## src/rtl/clk_unit_pkg.sv

```systemverilog
// shared constants and types for the clock source and mode control unit
`default_nettype none
package clk_unit_pkg;
  // register byte offsets
  localparam logic [3:0] CTRL_ONE_OFS = 4'h0;
  localparam logic [3:0] CTRL_TWO_OFS = 4'h4;
  localparam logic [3:0] TRIM_OFS = 4'h8;
  localparam logic [3:0] STAT_OFS = 4'hC;

  // control one fields
  localparam int SRC_LSB = 6;
  localparam int REFDIV_LSB = 3;
  localparam int IREF_BIT = 2;
  localparam int IRCLK_BIT = 1;
  localparam int IRSTOP_BIT = 0;
  // control two fields
  localparam int BUSDIV_LSB = 6;
  localparam int RANGE_BIT = 5;
  localparam int HGAIN_BIT = 4;
  localparam int LPBY_BIT = 3;
  localparam int EOSC_BIT = 2;
  localparam int ECLK_BIT = 1;
  localparam int ESTOP_BIT = 0;
  // status fields
  localparam int ST_IREF_BIT = 4;
  localparam int ST_SRC_LSB = 2;
  localparam int ST_FINE_BIT = 0;

  // reset values
  localparam logic [1:0] SRC_RST = 2'h0;
  localparam logic [2:0] REFDIV_RST = 3'h0;
  localparam logic [1:0] BUSDIV_RST = 2'h1;
  localparam logic [7:0] TRIM_POR = 8'h80;
  localparam logic FINE_TRIM_POR = 1'b0;

  // clock source select codes
  localparam logic [1:0] SRC_LOOP = 2'h0;
  localparam logic [1:0] SRC_IREF = 2'h1;
  localparam logic [1:0] SRC_EREF = 2'h2;

  typedef enum logic [6:0] {
    MODE_ENG_INT = 7'h01,
    MODE_ENG_EXT = 7'h02,
    MODE_BYP_INT = 7'h04,
    MODE_BYP_INT_LP = 7'h08,
    MODE_BYP_EXT = 7'h10,
    MODE_BYP_EXT_LP = 7'h20,
    MODE_STOP = 7'h40
  } mode_t;

  typedef struct packed {
    logic osc_high_gain;
    logic range_high;
    logic external_ref_osc_request;
    logic external_ref_clock_on;
    logic external_ref_stop_keep;
  } osc_ctrl_t;
endpackage : clk_unit_pkg
`default_nettype wire

```

## src/rtl/clk_unit_ctrl.sv

```systemverilog
// clock source, mode and divider control with a classic Wishbone slave
//
// The register offsets and the Wishbone interface to the registers are this design's own decisions.
`default_nettype none
//
// Function
// seven modes: two engaged, four bypassed, and stop
// any reset enters engaged internal mode with no software action; here only I_RST does, I_POR alone reloads just the trim
// engaged internal: output from loop on internal ref, debug from loop
// engaged external: output from loop on external ref, debug from loop
// bypassed internal: loop runs, output from internal ref, debug from loop
// bypassed internal low power: loop off, internal ref output, no debug
// bypassed external: loop runs, output from external ref, debug clock
// bypassed external low power: loop off, external ref, no debug clock
// stop: loop off, no outputs, refs follow their stop-keep bits
// bus clock is half the selected clock output
// bus divider select resets to divide-by-two
// power-on reset loads coarse trim 0x80 and fine trim 0
// other resets keep the trim values
// selected source divided by 1, 2, 4 or 8 via 2-bit select
// every source passes through the bus divider
// loop reference divider with 3-bit select
// debug clock is loop oscillator divided by fixed 2
// internal reference trimmed by 8 coarse bits plus one fine bit
// software enables regulator in stop before keeping internal ref
// drives gain, range, osc request, clock on, stop keep to oscillator
// reference divider code is a power of two, 000 divides by 1
// reference choose bit: 1 internal, 0 external
// low-power bypass turns loop off in bypass unless debug active
// mode decoded from selects; source switch is glitch-free
module clk_unit_ctrl (
  input wire logic I_REF_CLK,
  input wire logic I_RST,
  input wire logic I_POR,
  input wire logic I_STOP,
  input wire logic I_DEBUG_ACTIVE,
  input wire logic I_LOOP_TICK,
  input wire logic I_IREF_TICK,
  input wire logic I_EREF_TICK,
  input wire logic I_WB_CYC,
  input wire logic I_WB_STB,
  input wire logic I_WB_WE,
  input wire logic [3:0] I_WB_ADR,
  input wire logic [3:0] I_WB_SEL,
  input wire logic [31:0] I_WB_DAT,
  output logic [31:0] O_WB_DAT,
  output logic O_WB_ACK,
  output logic O_OUT_TICK,
  output logic O_BUS_TICK,
  output logic O_DEBUG_TICK,
  output logic O_LOOP_REF_TICK,
  output logic O_LOOP_ENABLE,
  output logic O_IREF_ENABLE,
  output logic O_IREF_CLK_TICK,
  output logic [7:0] O_TRIM,
  output logic O_FINE_TRIM,
  output clk_unit_pkg::osc_ctrl_t O_OSC_CTRL,
  output clk_unit_pkg::mode_t O_MODE
);
  logic [7:0] ctrl1_q;
  logic [7:0] ctrl2_q;
  logic [7:0] trim_q;
  logic fine_trim_q;
  logic ack_q;
  logic [31:0] rdat_q;
  logic [1:0] act_src_q;
  logic [1:0] req_src;
  logic [2:0] reference_divider_select_sel;
  logic [1:0] bus_divider_select_sel;
  logic iref_sel;
  logic lp_by;
  logic wr_go;
  logic src_tick;
  logic ref_tick;
  logic loop_run;
  logic out_tick;
  clk_unit_pkg::mode_t mode_q;
  clk_unit_pkg::mode_t mode_d;

  assign req_src = ctrl1_q[clk_unit_pkg::SRC_LSB +: 2];
  assign reference_divider_select_sel = ctrl1_q[clk_unit_pkg::REFDIV_LSB +: 3];
  assign iref_sel = ctrl1_q[clk_unit_pkg::IREF_BIT];
  assign bus_divider_select_sel = ctrl2_q[clk_unit_pkg::BUSDIV_LSB +: 2];
  assign lp_by = ctrl2_q[clk_unit_pkg::LPBY_BIT];
  assign wr_go = I_WB_CYC && I_WB_STB && I_WB_WE && !ack_q && I_WB_SEL[0];

  // registers; I_RST lands in engaged internal mode, I_POR alone does not touch them
  always_ff @(posedge I_REF_CLK or posedge I_RST) begin
    if (I_RST) begin
      ctrl1_q <= {clk_unit_pkg::SRC_RST, clk_unit_pkg::REFDIV_RST,
                  3'h4};
      ctrl2_q <= {clk_unit_pkg::BUSDIV_RST, 6'h00};
    end else if (wr_go) begin
      if (I_WB_ADR == clk_unit_pkg::CTRL_ONE_OFS) begin
        ctrl1_q <= I_WB_DAT[7:0];
      end else if (I_WB_ADR == clk_unit_pkg::CTRL_TWO_OFS) begin
        ctrl2_q <= I_WB_DAT[7:0];
      end
    end
  end

  // trim survives ordinary resets, so it hangs on power-on reset only
  always_ff @(posedge I_REF_CLK or posedge I_POR) begin
    if (I_POR) begin
      trim_q <= clk_unit_pkg::TRIM_POR;
      fine_trim_q <= clk_unit_pkg::FINE_TRIM_POR;
    end else if (wr_go && I_WB_ADR == clk_unit_pkg::TRIM_OFS) begin
      trim_q <= I_WB_DAT[7:0];
    end else if (wr_go && I_WB_ADR == clk_unit_pkg::STAT_OFS) begin
      fine_trim_q <= I_WB_DAT[clk_unit_pkg::ST_FINE_BIT];
    end
  end

  // reserved source code behaves as loop output
  always_ff @(posedge I_REF_CLK or posedge I_RST) begin
    if (I_RST) begin
      act_src_q <= clk_unit_pkg::SRC_LOOP;
    end else if (out_tick || act_src_q == 2'h3) begin
      // switch only on an output tick boundary: no runt cycle
      act_src_q <= (req_src == 2'h3) ? clk_unit_pkg::SRC_LOOP : req_src;
    end
  end

  always_comb begin
    mode_d = clk_unit_pkg::MODE_ENG_INT;
    if (I_STOP) begin
      mode_d = clk_unit_pkg::MODE_STOP;
    end else if (act_src_q == clk_unit_pkg::SRC_IREF) begin
      mode_d = (lp_by && !I_DEBUG_ACTIVE) ? clk_unit_pkg::MODE_BYP_INT_LP
                                          : clk_unit_pkg::MODE_BYP_INT;
    end else if (act_src_q == clk_unit_pkg::SRC_EREF) begin
      mode_d = (lp_by && !I_DEBUG_ACTIVE) ? clk_unit_pkg::MODE_BYP_EXT_LP
                                          : clk_unit_pkg::MODE_BYP_EXT;
    end else if (iref_sel) begin
      mode_d = clk_unit_pkg::MODE_ENG_INT;
    end else begin
      mode_d = clk_unit_pkg::MODE_ENG_EXT;
    end
  end

  always_ff @(posedge I_REF_CLK or posedge I_RST) begin
    if (I_RST) begin
      mode_q <= clk_unit_pkg::MODE_ENG_INT;
    end else begin
      mode_q <= mode_d;
    end
  end

  always_comb begin
    case (mode_q)
      clk_unit_pkg::MODE_ENG_INT: loop_run = 1'b1;
      clk_unit_pkg::MODE_ENG_EXT: loop_run = 1'b1;
      clk_unit_pkg::MODE_BYP_INT: loop_run = 1'b1;
      clk_unit_pkg::MODE_BYP_EXT: loop_run = 1'b1;
      default: loop_run = 1'b0;
    endcase
  end

  always_comb begin
    case (mode_q)
      clk_unit_pkg::MODE_ENG_INT: src_tick = I_LOOP_TICK;
      clk_unit_pkg::MODE_ENG_EXT: src_tick = I_LOOP_TICK;
      clk_unit_pkg::MODE_BYP_INT: src_tick = I_IREF_TICK;
      clk_unit_pkg::MODE_BYP_INT_LP: src_tick = I_IREF_TICK;
      clk_unit_pkg::MODE_BYP_EXT: src_tick = I_EREF_TICK;
      clk_unit_pkg::MODE_BYP_EXT_LP: src_tick = I_EREF_TICK;
      default: src_tick = 1'b0;
    endcase
  end

  assign ref_tick = iref_sel ? I_IREF_TICK : I_EREF_TICK;

  clk_pow2_div #(.SEL_W(2)) u_bus_div (
    .I_REF_CLK(I_REF_CLK),
    .I_RST(I_RST),
    .i_tick(src_tick),
    .i_sel(bus_divider_select_sel),
    .o_tick(out_tick)
  );

  // codes 6 and 7 still follow 2**code
  clk_pow2_div #(.SEL_W(3)) u_ref_div (
    .I_REF_CLK(I_REF_CLK),
    .I_RST(I_RST),
    .i_tick(ref_tick && loop_run),
    .i_sel(reference_divider_select_sel),
    .o_tick(O_LOOP_REF_TICK)
  );

  clk_half_div u_bus_half (
    .I_REF_CLK(I_REF_CLK),
    .I_RST(I_RST),
    .i_tick(out_tick),
    .i_run(1'b1),
    .o_tick(O_BUS_TICK)
  );

  clk_half_div u_dbg_half (
    .I_REF_CLK(I_REF_CLK),
    .I_RST(I_RST),
    .i_tick(I_LOOP_TICK),
    .i_run(loop_run),
    .o_tick(O_DEBUG_TICK)
  );

  assign O_OUT_TICK = out_tick;
  assign O_LOOP_ENABLE = loop_run;
  assign O_MODE = mode_q;
  assign O_TRIM = trim_q;
  assign O_FINE_TRIM = fine_trim_q;

  // internal ref kept in stop only with its keep bit (regulator is software's)
  always_comb begin
    if (mode_q == clk_unit_pkg::MODE_STOP) begin
      O_IREF_ENABLE = ctrl1_q[clk_unit_pkg::IRSTOP_BIT];
    end else begin
      O_IREF_ENABLE = ctrl1_q[clk_unit_pkg::IRCLK_BIT] || iref_sel ||
                      act_src_q == clk_unit_pkg::SRC_IREF;
    end
  end
  assign O_IREF_CLK_TICK = O_IREF_ENABLE && ctrl1_q[clk_unit_pkg::IRCLK_BIT]
                           && I_IREF_TICK;

  always_comb begin
    O_OSC_CTRL.osc_high_gain = ctrl2_q[clk_unit_pkg::HGAIN_BIT];
    O_OSC_CTRL.range_high = ctrl2_q[clk_unit_pkg::RANGE_BIT];
    O_OSC_CTRL.external_ref_osc_request = ctrl2_q[clk_unit_pkg::EOSC_BIT];
    O_OSC_CTRL.external_ref_stop_keep = ctrl2_q[clk_unit_pkg::ESTOP_BIT];
    if (mode_q == clk_unit_pkg::MODE_STOP) begin
      O_OSC_CTRL.external_ref_clock_on = ctrl2_q[clk_unit_pkg::ECLK_BIT] &&
                                         ctrl2_q[clk_unit_pkg::ESTOP_BIT];
    end else begin
      O_OSC_CTRL.external_ref_clock_on = ctrl2_q[clk_unit_pkg::ECLK_BIT];
    end
  end

  // wishbone: ack one cycle after strobe, dropped the cycle after
  always_ff @(posedge I_REF_CLK or posedge I_RST) begin
    if (I_RST) begin
      ack_q <= 1'b0;
      rdat_q <= 32'h0000_0000;
    end else begin
      ack_q <= I_WB_CYC && I_WB_STB && !ack_q;
      if (I_WB_CYC && I_WB_STB && !ack_q) begin
        if (I_WB_ADR == clk_unit_pkg::CTRL_ONE_OFS) begin
          rdat_q <= {24'h000000, ctrl1_q};
        end else if (I_WB_ADR == clk_unit_pkg::CTRL_TWO_OFS) begin
          rdat_q <= {24'h000000, ctrl2_q};
        end else if (I_WB_ADR == clk_unit_pkg::TRIM_OFS) begin
          rdat_q <= {24'h000000, trim_q};
        end else if (I_WB_ADR == clk_unit_pkg::STAT_OFS) begin
          rdat_q <= {27'h0000000, iref_sel, act_src_q, 1'b0, fine_trim_q};
        end else begin
          rdat_q <= 32'h0000_0000;
        end
      end
    end
  end
  assign O_WB_ACK = ack_q;
  assign O_WB_DAT = rdat_q;

  a_reset_mode: assert property (@(posedge I_REF_CLK)
    $fell(I_RST) |-> mode_q == clk_unit_pkg::MODE_ENG_INT)
    else $error("mode not engaged internal after reset");
  a_stop_silent: assert property (@(posedge I_REF_CLK) disable iff (I_RST)
    mode_q == clk_unit_pkg::MODE_STOP |-> !O_OUT_TICK && !O_DEBUG_TICK
    && !O_LOOP_ENABLE)
    else $error("clock produced in stop");
  a_lp_no_debug: assert property (@(posedge I_REF_CLK) disable iff (I_RST)
    (mode_q == clk_unit_pkg::MODE_BYP_INT_LP ||
     mode_q == clk_unit_pkg::MODE_BYP_EXT_LP) |-> !O_DEBUG_TICK)
    else $error("debug clock in low power bypass");
  a_lp_debug_keep: assert property (@(posedge I_REF_CLK) disable iff (I_RST)
    ##1 (lp_by && I_DEBUG_ACTIVE && !I_STOP && $stable(act_src_q))
    |=> O_LOOP_ENABLE)
    else $error("loop disabled while debug active");
  a_bus_divider_select_reset: assert property (@(posedge I_REF_CLK)
    $fell(I_RST) |-> bus_divider_select_sel == clk_unit_pkg::BUSDIV_RST)
    else $error("bus divider reset wrong");
  a_bus_half: assert property (@(posedge I_REF_CLK) disable iff (I_RST)
    O_BUS_TICK |-> O_OUT_TICK)
    else $error("bus tick without output tick");
  a_iref_src: assert property (@(posedge I_REF_CLK) disable iff (I_RST)
    mode_q == clk_unit_pkg::MODE_BYP_INT && O_OUT_TICK |-> I_IREF_TICK)
    else $error("bypass internal not from internal ref");
  a_eref_src: assert property (@(posedge I_REF_CLK) disable iff (I_RST)
    mode_q == clk_unit_pkg::MODE_BYP_EXT && O_OUT_TICK |-> I_EREF_TICK)
    else $error("bypass external not from external ref");
  a_engaged_src: assert property (@(posedge I_REF_CLK) disable iff (I_RST)
    (mode_q == clk_unit_pkg::MODE_ENG_INT ||
     mode_q == clk_unit_pkg::MODE_ENG_EXT) && O_OUT_TICK |-> I_LOOP_TICK)
    else $error("engaged mode not from loop");
  a_debug_src: assert property (@(posedge I_REF_CLK) disable iff (I_RST)
    O_DEBUG_TICK |-> I_LOOP_TICK && O_LOOP_ENABLE)
    else $error("debug tick not from loop");
  a_trim_keep: assert property (@(posedge I_REF_CLK) disable iff (I_POR)
    $rose(I_RST) |=> $stable(trim_q))
    else $error("trim changed by ordinary reset");
  a_wb_ack: assert property (@(posedge I_REF_CLK) disable iff (I_RST)
    I_WB_CYC && I_WB_STB && !ack_q |=> O_WB_ACK ##1 !O_WB_ACK)
    else $error("wishbone ack timing wrong");
  a_osc_ctrl: assert property (@(posedge I_REF_CLK) disable iff (I_RST)
    O_OSC_CTRL.osc_high_gain == ctrl2_q[clk_unit_pkg::HGAIN_BIT] &&
    O_OSC_CTRL.range_high == ctrl2_q[clk_unit_pkg::RANGE_BIT])
    else $error("oscillator control mismatch");

  c_eng_ext: cover property (@(posedge I_REF_CLK)
    mode_q == clk_unit_pkg::MODE_ENG_EXT);
  c_byp_int_low: cover property (@(posedge I_REF_CLK)
    mode_q == clk_unit_pkg::MODE_BYP_INT_LP);
  c_byp_ext_out: cover property (@(posedge I_REF_CLK)
    mode_q == clk_unit_pkg::MODE_BYP_EXT && O_OUT_TICK);
  c_stop: cover property (@(posedge I_REF_CLK)
    mode_q == clk_unit_pkg::MODE_STOP);
endmodule // clk_unit_ctrl
`default_nettype wire

```

## src/rtl/clk_pow2_div.sv

```systemverilog
// power-of-two clock-enable divider, ratio 2**sel
`default_nettype none
module clk_pow2_div #(
  parameter int SEL_W = 2
) (
  input wire logic I_REF_CLK,
  input wire logic I_RST,
  input wire logic i_tick,
  input wire logic [SEL_W-1:0] i_sel,
  output logic o_tick
);
  localparam int CNT_W = (1 << SEL_W);
  logic [CNT_W-1:0] cnt_q;
  logic [CNT_W-1:0] mask;

  always_comb begin
    mask = '0;
    for (int k = 0; k < CNT_W; k++) begin
      if (k < int'(i_sel)) begin
        mask[k] = 1'b1;
      end
    end
  end

  always_ff @(posedge I_REF_CLK or posedge I_RST) begin
    if (I_RST) begin
      cnt_q <= '0;
    end else if (i_tick) begin
      cnt_q <= ((cnt_q & mask) == mask) ? '0 : cnt_q + 1'b1;
    end
  end

  assign o_tick = i_tick && ((cnt_q & mask) == mask);
endmodule // clk_pow2_div
`default_nettype wire

```

## src/rtl/clk_half_div.sv

```systemverilog
// fixed divide-by-two toggle for a clock-enable stream
`default_nettype none
module clk_half_div (
  input wire logic I_REF_CLK,
  input wire logic I_RST,
  input wire logic i_tick,
  input wire logic i_run,
  output logic o_tick
);
  logic ph_q;
  always_ff @(posedge I_REF_CLK or posedge I_RST) begin
    if (I_RST) begin
      ph_q <= 1'b0;
    end else if (!i_run) begin
      ph_q <= 1'b0;
    end else if (i_tick) begin
      ph_q <= ~ph_q;
    end
  end
  assign o_tick = i_run && i_tick && ph_q;
endmodule // clk_half_div
`default_nettype wire

```

## config.mk

```make
export PLATFORM = sky130hd
export DESIGN_NAME = clk_unit_ctrl
export DESIGN_NICKNAME = d
export VERILOG_FILES = /design/src/rtl/clk_unit_pkg.sv /design/src/rtl/clk_unit_ctrl.sv /design/src/rtl/clk_pow2_div.sv /design/src/rtl/clk_half_div.sv
export SDC_FILE = /design/constraint.sdc
export NUM_CORES = 1
export LEC_CHECK = 0
export BUFFER_PORTS_ARGS = -buffer_cell sky130_fd_sc_hd__buf_2
export CAP_MARGIN = 20
export CORE_MARGIN = 3
export CORE_UTILIZATION = 35
export DETAILED_ROUTE_END_ITERATION = 12
export SLEW_MARGIN = 0
export SYNTH_ARGS = -nofsm -noshare
export SYNTH_HDL_FRONTEND = slang
export SYNTH_HIERARCHICAL = 1
export SYNTH_SLANG_ARGS = --single-unit
```

## constraint.sdc

```tcl
create_clock -name I_REF_CLK -period 4.1 [get_ports I_REF_CLK]
set_input_delay 0.41 -clock I_REF_CLK [delete_from_list [all_inputs] [get_ports I_REF_CLK]]
set_output_delay 0.41 -clock I_REF_CLK [all_outputs]
set_load 0.02 [all_outputs]
```

==> flow_metrics.env, run 1 <==
export IMPL_status="finished, final reports clean"
export IMPL_via_count=2126
export IMPL_power_switching_mw=0.500
export IMPL_avgViaCountPerCell=4.84
export IMPL_power_per_cell_area_nw_per_um2=437
export IMPL_max_vdd_ir_drop_uv=203
export IMPL_synth_cell_area_um2=2940
export IMPL_cts_sinks=55
export IMPL_synth_warning_count=6
export IMPL_final_hold_violation_count=0
export IMPL_synth_area_mux_share=0.125
export IMPL_synth_yosys_seq_area_share=0.470
export IMPL_setup_worst_path_start_class="register"
export IMPL_async_set_or_reset_register_ratio_after_synthesis=1.00
export IMPL_synth_ff_latch_count=55
export IMPL_largest_area_contributor_in_the_synthesized_netlist="dfrtp_1"
export IMPL_power_sequential_fraction=0.473
export IMPL_route_antenna_remaining_nets=0
export IMPL_post_drt_wl_per_cell_um=14.9
export IMPL_antenna_found_initial=0
export IMPL_die_height_um=97.6
export IMPL_cts_buffers=5
export IMPL_gp_routability_congestion=0.778
export IMPL_top_level_ports=112
export IMPL_critical_path_endpoint_type="output port"
export IMPL_layout_area_overhead_vs_synth_pct=15.0
export IMPL_synth_edf_count=0
export IMPL_drt_first_iter_violations=71
export IMPL_setup_ws_ps=1090
export IMPL_sw_frac_of_total=0.339
export IMPL_synth_main_ff_cell="dfrtp_1"
export IMPL_max_freq_ghz=0.332
export IMPL_max_clock_path_buffers=2
export IMPL_grt_start_max_net_pins=21
export IMPL_layout_commonest_cell="buf_2"
export IMPL_via_count_of_the_first_global_routing_pass=2042
export IMPL_timing_setup_critical_path_class="register to output port"
export IMPL_cap_violations=0
export IMPL_fp_dieW_um=97.6
export IMPL_critPathMaxFanout=5
export IMPL_slew_violations=0
export IMPL_layout_cells_most_common_list="buf_2, dfrtp_1, mux2_2"
export IMPL_detailedPlacementHpwl_um=5040
export IMPL_globalRoute_totalOverflow=0
export IMPL_num_nets_final=389
export IMPL_die_area_um2=9520
export IMPL_synth_adder_area_share=0.00852
export IMPL_yosys_area_share_xor_xnor=0.0358
export IMPL_core_area_um2=7930
export IMPL_slew_headroom=0.489
export IMPL_tritoncts="built"
export IMPL_rsz_0062_raised_after_global_routing="false"
export IMPL_report_power_total_mw=1.47
export IMPL_cts_setup_buffers=0
export IMPL_synth_top_family_by_area="simple AND/OR/NAND/NOR gates"
export IMPL_detail_route_drc_violations=0
export IMPL_clock_latency_ps=300
export IMPL_syn_inst=273
export IMPL_finClkSkew_ps=12.8
export IMPL_setup_viol=0
export IMPL_gr_usage_all_layers=0.137
export IMPL_synth_area_per_cell_um2=10.8
export IMPL_fin_setup_tns_ps=0
export IMPL_worstMarginPinSlew_ps=766
export IMPL_drt_pass1_iter_count=4
export IMPL_drive_gt1_frac=0.338
export IMPL_diodes=0
export IMPL_critical_path_arrival_ps=2600
export IMPL_grt_first_pass_wirelength_um=10600
export IMPL_clkPwrFrac=0.258
export IMPL_p_int_mw=0.974
export IMPL_synth_lib_cells_used_distinct=43
export IMPL_wp_data_required_ps=3690
export IMPL_cts_repair_resize_count=0
export IMPL_initial_utilization=0.370
export IMPL_dp_worst_setup_slack_ps=1390
export IMPL_holdCritPathClass="input pin to asynchronous set/reset pin"
export IMPL_combinationalPowerShare=0.269
export IMPL_period_minus_slack_ps=3010
export IMPL_synth_compound_area_share=0.113
export IMPL_numPortBuffers=60
export IMPL_clk_root_buffer_cell="clkbuf_8"
export IMPL_clkTransAtPathRegs_ps=100
export IMPL_synth_top_cells_by_area="dfrtp_1, mux2_2, buf_4, dfstp_2, a21oi_1"
export IMPL_routed_wirelength_um=6530
export IMPL_synth_top_area_share=0.435
export IMPL_htreeDepth=2
export IMPL_simple_gate_area_share_of_the_yosys_netlist=0.154
export IMPL_total_leakage_power_nw=1.69
export IMPL_row_count=32
export IMPL_fin_crit_sh=0.735
[worst max-delay path, cell delays in order, from the launching register on]
cell and delay, ps:
dfrtp_1 440, nand2b_1 160, nor4_1 250, a21oi_1 80, o31ai_1 520, o21a_1 240, and2_1 250, and3_2 210
buf_2 150
[timing repair]
item / 4_1_cts / 5_1_grt
hold endpoints to repair: 2 / 0
hold buffers: 1 / 0
setup endpoints to repair: 0 / 0
[flip-flops by register name, summed over array words and instances (netlist names), 2 cells and up]
signal           count
u_bus_div/cnt_q      3
O_MODE               7
O_WB_DAT             8
O_TRIM               8
act_src_q            2
ctrl1_q              8
ctrl2_q              8
u_ref_div/cnt_q      7
[logic make-up after synthesis]
group / after synthesis
adders and majority gates: 2
other: 2
DFF: 55
AOI/OAI and AO/OA: 51
xor gates and xnor gates: 12
and+or+nand+nor: 75
buffers and inverters: 43
muxes: 33
[Yosys cell counts, drive strengths merged, types with 3 or more instances]
master,instances
a21oi,18
a22o,4
a22oi,8
and2,5
buf,29
dfrtp,51
dfstp,4
inv,12
mux2,29
mux2i,4
nand2,11
nand2b,10
nand3,3
nor2,15
nor2b,9
nor3,8
nor4,5
o21ai,13
xnor2,4
xor2,8
[metrics by stage]
stage	utilization	instances	cell area, um^2	hold WS, ps
6_report	0.426	439	3380	73.9
5_1_grt	0.426	439	3380	90.4
4_1_cts	0.426	439	3380	84.5
3_5_place_dp	0.410	430	3250	297
3_3_place_gp	0.410	430	3250	301
2_1_floorplan	-	297	3030	139
[layout make-up]
cell class | count | area (um^2)
multi-input cells | 199 | 1380
flip-flops and latches | 55 | 1380
inverters | 12 | 45.0
repair buffers | 63 | 325
clock buffers | 6 | 82.6
fillers | 796 | 4550
clock inverters | 2 | 38.8
well taps | 102 | 128
[path summary, 6_finish.rpt]
path	from	end	slack, ps	cells past startpoint
setup / recovery	O_MODE[5]	O_BUS_TICK	1090	8
hold / removal	I_POR	O_TRIM[6]	70	2
setup reg to reg	O_MODE[5]	act_src_q[0]	1790	9
hold reg to reg	O_WB_DAT[4]	O_WB_DAT[4]	490	2
max in group asynchronous	I_RST	ctrl2_q[6]	2520	4
min in group I_REF_CLK	I_STOP	O_MODE[6]	300	1
[layer usage]
metal  GRT usage  vias to the layer above  wire, um
met3      0.0345                        2       389
met4      0.0288                        0        37
met2       0.213                       67      2930
met5           0                        -         0
met1       0.193                     1031      3170
li1            -                     1026         -
[power by group through the flow]
stage / Combinational [mW] / Clock [mW] / Sequential [mW]
after floorplan: 0.277 / 0 / 0.719
after global placement: 0.388 / 0 / 0.705
after detailed placement: 0.399 / 0 / 0.707
after CTS: 0.401 / 0.392 / 0.698
after global routing: 0.440 / 0.409 / 0.712
final: 0.396 / 0.381 / 0.698
Note: power is estimated with default switching activity, not from simulation.
==> run 2: changes to the inputs <==
==> constraint.sdc (replaced) <==
create_clock -name I_REF_CLK -period 2.69 [get_ports I_REF_CLK]
set_input_delay 0.269 -clock I_REF_CLK [delete_from_list [all_inputs] [get_ports I_REF_CLK]]
set_output_delay 0.269 -clock I_REF_CLK [all_outputs]
set_load 0.02 [all_outputs]
==> run 2 against run 1 <==
  * Clock power rose by 25%
  * Worst hold slack improved by 74 ps
  * Clock-buffer cell count fell by 1
  * Routed wire length fell by 0.81%
  * Power rose by 46%
  * Clock skew barely moved
  * Critical path depth rose by 1
  * Largest power group unchanged
  * Non-clock buffer count rose by 4
==> flow_metrics.env, run 2 (synthesis gave the netlist of run 1 again) <==
export IMPL_status="finished, final reports clean"
export IMPL_rsz_0062_raised_after_global_routing="false"
export IMPL_critical_path_endpoint_type="output port"
export IMPL_timing_setup_critical_path_class="register to output port"
export IMPL_initial_utilization=0.370
export IMPL_layout_area_overhead_vs_synth_pct=15.6
export IMPL_setup_worst_path_start_class="register"
export IMPL_detail_route_drc_violations=0
export IMPL_wp_data_required_ps=2420
export IMPL_fillerInstances=790
export IMPL_grt_start_max_net_pins=20
export IMPL_cap_violations=0
export IMPL_worstMarginPinSlew_ps=650
export IMPL_tritoncts="built"
export IMPL_postLayoutCoreUtil=0.428
export IMPL_globalRoute_totalOverflow=0
export IMPL_period_minus_slack_ps=2510
export IMPL_diodes=0
export IMPL_post_drt_wl_per_cell_um=14.6
export IMPL_clock_latency_ps=320
export IMPL_htreeDepth=2
export IMPL_top_level_ports=112
export IMPL_max_clock_path_buffers=2
export IMPL_holdCritPathClass="input pin to register"
export IMPL_gp_routability_congestion=0.782
export IMPL_drt_pass1_iter_count=4
export IMPL_cts_buffers=5
export IMPL_row_count=32
export IMPL_via_count=2121
export IMPL_numPortBuffers=60
export IMPL_power_switching_mw=0.775
export IMPL_total_leakage_power_nw=1.70
export IMPL_critical_path_arrival_ps=2240
export IMPL_gr_usage_all_layers=0.140
export IMPL_drive_gt1_frac=0.352
export IMPL_core_area_um2=7930
export IMPL_max_vdd_ir_drop_uv=234
export IMPL_num_nets_final=393
export IMPL_final_hold_violation_count=0
export IMPL_report_power_total_mw=2.16
export IMPL_layout_commonest_cell="buf_2"
export IMPL_critPathMaxFanout=5
export IMPL_clkPwrFrac=0.222
export IMPL_slew_violations=0
export IMPL_setup_viol=0
export IMPL_die_area_um2=9520
export IMPL_power_sequential_fraction=0.493
export IMPL_grt_first_pass_wirelength_um=10700
export IMPL_slew_headroom=0.563
export IMPL_route_antenna_remaining_nets=0
export IMPL_antenna_found_initial=0
export IMPL_die_height_um=97.6
export IMPL_fin_crit_sh=0.934
export IMPL_dp_worst_setup_slack_ps=396
export IMPL_p_int_mw=1.38
export IMPL_clkTransAtPathRegs_ps=100
export IMPL_finClkSkew_ps=12.9
export IMPL_regToRegSetupSlack_ps=600
export IMPL_power_per_cell_area_nw_per_um2=636
export IMPL_drt_first_iter_violations=28
export IMPL_via_count_of_the_first_global_routing_pass=2098
export IMPL_combinationalPowerShare=0.286
export IMPL_fp_dieW_um=97.6
export IMPL_routed_wirelength_um=6480
export IMPL_avgViaCountPerCell=4.79
export IMPL_layout_cells_most_common_list="buf_2, dfrtp_1, mux2_2"
export IMPL_max_freq_ghz=0.398
export IMPL_cts_sinks=55
export IMPL_fin_setup_tns_ps=0
export IMPL_detailedPlacementHpwl_um=5130
export IMPL_hold_slack_ps=148
export IMPL_clk_root_buffer_cell="clkbuf_8"
export IMPL_sw_frac_of_total=0.359
export IMPL_setup_ws_ps=176
==> run 2: cell count changes in the layout (fill, tap and decap cells not counted), sizes merged <==
cell,previous run,this run
dlygate4sd3,1,2
clkinv,0,1
buf,62,65
clkbuf,6,5
bufinv,1,0
inv,13,14
==> run 2: metal layers <==
layer	wire [um]	global-route usage	vias to the layer above
li1	-	-	1034
met1	3090	0.192	1009
met2	2900	0.220	71
met3	391	0.0309	7
met4	85	0.0469	0
met5	0	0	-
==> run 2: worst paths after layout <==
check,start,endpoint,depth (start not counted)
setup / recovery,O_MODE[5],O_BUS_TICK,9
min in group asynchronous,I_RST,u_dbg_half/ph_q,3
hold reg to reg,O_WB_DAT[4],O_WB_DAT[4],2
max in group asynchronous,I_RST,ctrl1_q[2],4
hold / removal,I_STOP,O_MODE[6],1
setup reg to reg,O_MODE[0],u_ref_div/cnt_q[6],9
==> run 2: area by class of cell <==
class | instances | area (um^2) | share of cell area
multi-input combinational | 199 | 1390 | 0.408
tap | 102 | 128 | 0.0376
clock inverter | 3 | 26.3 | 0.00774
clock buffer | 5 | 68.8 | 0.0203
inverter | 12 | 45.0 | 0.0133
timing repair buffer | 67 | 358 | 0.105
sequential | 55 | 1380 | 0.407
==> run 2: what timing repair did <==
action	in CTS	in global routing
buffers inserted	0	1
hold buffers	2	0
gates resized for setup	0	4
endpoints found under the hold margin	20	0
setup endpoints to repair	0	1
==> run 2: metrics by stage <==
stage / cells / area (um^2)
floorplan: 297 / 3030
global placement: 432 / 3260
detailed placement: 432 / 3260
CTS: 442 / 3380
global route: 443 / 3390
finish: 443 / 3390
==> run 2: critical path, stage by stage, from the launching register on <==
cell and delay, ps:
dfrtp_1 430, nand2b_1 160, nor4_1 230, a21oi_1 90
o31ai_1 210, buf_4 170, o21a_1 150, and2_4 190
and3_2 170, buf_2 150
==> run 2: power by group through the flow <==
stage,Clock [mW],Combinational (mW),Sequential (mW)
after floorplan,0,0.422,1.10
after global placement,0,0.603,1.07
after detailed placement,0,0.618,1.08
after CTS,0.502,0.622,1.06
after global routing,0.530,0.685,1.09
final,0.478,0.617,1.06
==> run 3: changes to the inputs <==
--- a/config.mk
+++ b/config.mk
@@ -7,9 +7,12 @@
 export LEC_CHECK = 0
 export BUFFER_PORTS_ARGS = -buffer_cell sky130_fd_sc_hd__buf_2
 export CAP_MARGIN = 20
+export CELL_PAD_IN_SITES_DETAIL_PLACEMENT = 1
+export CELL_PAD_IN_SITES_GLOBAL_PLACEMENT = 1
 export CORE_MARGIN = 3
-export CORE_UTILIZATION = 35
+export CORE_UTILIZATION = 33
 export DETAILED_ROUTE_END_ITERATION = 12
+export PLACE_DENSITY_LB_ADDON = 0.1
 export SLEW_MARGIN = 0
 export SYNTH_ARGS = -nofsm -noshare
 export SYNTH_HDL_FRONTEND = slang
==> run 3 against run 2 <==
  * Sequential cell count did not move
  * Critical path depth fell by 2
  * Global-route usage rose by 0.56 points
  * Utilization fell by 2.5 points
  * Worst hold slack improved by 2.3 ps
  * First-iteration DRC count rose by 89%
  * Critical path type unchanged
  * Clock skew fell by 6.2 ps
  * Clock-buffer cell count rose by 3
  * Via count rose by 1.7%
  * Clock power rose by 4.8%
  * Register-to-register slack got worse by 110 ps
  * Sequential power barely moved
==> flow_metrics.env, run 3 (synthesis gave the netlist of run 1 again) <==
export IMPL_power_switching_mw=0.765
export IMPL_holdPathStages=1
export IMPL_grt_first_pass_wirelength_um=11400
export IMPL_worstMarginPinSlew_ps=687
export IMPL_postPlaceCellArea_um2=3270
export IMPL_post_drt_wl_per_cell_um=15.7
export IMPL_p_int_mw=1.43
export IMPL_critical_path_endpoint_type="output port"
export IMPL_gp_routability_congestion=0.725
export IMPL_setup_worst_path_start_class="register"
export IMPL_max_freq_ghz=0.404
export IMPL_max_clock_path_buffers=2
export IMPL_critPathMaxFanout=5
export IMPL_via_count=2157
export IMPL_total_leakage_power_nw=1.70
export IMPL_route_antenna_remaining_nets=0
export IMPL_layout_area_overhead_vs_synth_pct=15.7
export IMPL_layout_commonest_cell="buf_2"
export IMPL_detail_route_drc_violations=0
export IMPL_htreeDepth=2
export IMPL_clkTransAtPathRegs_ps=90
export IMPL_avgViaCountPerCell=4.85
export IMPL_final_hold_violation_count=0
export IMPL_rsz_0062_raised_after_global_routing="false"
export IMPL_slew_violations=0
export IMPL_via_count_of_the_first_global_routing_pass=2154
export IMPL_drt_pass1_iter_count=4
export IMPL_cts_buffers=5
export IMPL_routed_wirelength_um=6990
export IMPL_status="finished, final reports clean"
export IMPL_drt_first_iter_violations=53
export IMPL_initial_utilization=0.349
export IMPL_die_area_um2=10100
export IMPL_fillerInstances=995
export IMPL_die_height_um=100
export IMPL_fp_dieW_um=100
export IMPL_clock_latency_ps=300
export IMPL_numPortBuffers=60
export IMPL_core_area_um2=8420
export IMPL_drive_gt1_frac=0.347
export IMPL_holdCritPathClass="input pin to register"
export IMPL_top_level_ports=112
export IMPL_diodes=0
export IMPL_cts_sinks=55
export IMPL_sw_frac_of_total=0.349
export IMPL_layout_cells_most_common_list="buf_2, dfrtp_1, mux2_2"
export IMPL_setup_viol=0
export IMPL_clk_root_buffer_cell="clkbuf_8"
export IMPL_fin_setup_tns_ps=0
export IMPL_globalRoute_totalOverflow=0
export IMPL_dp_worst_setup_slack_ps=385
export IMPL_power_per_cell_area_nw_per_um2=645
export IMPL_ff2ff_path_depth=9
export IMPL_combinationalPowerShare=0.285
export IMPL_num_nets_final=392
export IMPL_cts_setup_buffers=0
export IMPL_grt_start_max_net_pins=19
export IMPL_timing_setup_critical_path_class="register to output port"
export IMPL_clkPwrFrac=0.229
export IMPL_period_minus_slack_ps=2470
export IMPL_detailedPlacementHpwl_um=5530
export IMPL_setup_ws_ps=217
export IMPL_tritoncts="built"
export IMPL_row_count=33
export IMPL_antenna_found_initial=0
export IMPL_gr_usage_all_layers=0.146
export IMPL_wp_data_required_ps=2420
export IMPL_finClkSkew_ps=6.72
export IMPL_critical_path_arrival_ps=2200
export IMPL_power_sequential_fraction=0.486
export IMPL_fin_crit_sh=0.919
export IMPL_max_vdd_ir_drop_uv=227
export IMPL_design_area_um2=3400
export IMPL_slew_headroom=0.541
export IMPL_cap_violations=0
## run 3: repair_timing
action | CTS | global route
resized for setup | 0 | 3
endpoints found under the hold margin | 20 | 0
endpoints found under the setup margin | 0 | 2
hold buffers | 2 | 0
## run 3: power by group through the flow
stage          clock (mW)  sequential [mW]  combinational [mW]
2_1_floorplan           0             1.10               0.422
3_3_place_gp            0             1.08               0.613
3_5_place_dp            0             1.08               0.626
4_1_cts             0.526             1.07               0.631
5_1_grt             0.568             1.09               0.695
6_report            0.501             1.07               0.624
## run 3: worst paths after layout
| check | start | to | slack, ps |
|---|---|---|---|
| max in group asynchronous | I_RST | O_MODE[0] | 1240 |
| worst max-delay path | O_MODE[3] | O_BUS_TICK | 220 |
| worst min-delay path | I_STOP | O_MODE[6] | 150 |
| worst max register to register | O_MODE[0] | u_ref_div/cnt_q[6] | 490 |
| min in group asynchronous | I_RST | u_dbg_half/ph_q | 380 |
| worst min register to register | O_WB_DAT[0] | O_WB_DAT[0] | 500 |
## run 3: area by class of cell
cell class | count | area (um^2) | share of cell area
multi-input combinational | 199 | 1390 | 0.409
timing repair buffer | 66 | 350 | 0.103
inverter | 12 | 45.0 | 0.0133
sequential | 55 | 1380 | 0.406
clock buffer | 8 | 100 | 0.0295
tap | 105 | 131 | 0.0387
## run 3: per-layer routing
layer / wire [um] / vias up / global-route usage
met3: 384 / 7 / 0.0327
met2: 3220 / 64 / 0.230
met5: 0 / - / 0
met1: 3300 / 1055 / 0.201
li1: - / 1031 / -
met4: 82 / 0 / 0.0404
## run 3: metrics by stage
step                utilization  std cells  hold WS, ps  total power [mW]
finish                    0.403        445          150              2.19
global route              0.403        445          126              2.36
global placement          0.388        435          163              1.69
floorplan                     -        297        -2.29              1.52
CTS                       0.402        445          138              2.23
detailed placement        0.388        435          163              1.71
## run 3: worst max-delay path, stage by stage (launching register included)
cell     delay, ps
dfrtp_1        450
nor4b_1        340
a21oi_1        140
o31ai_2        220
o21a_1         200
and2_2         230
and3_2         180
buf_2          150
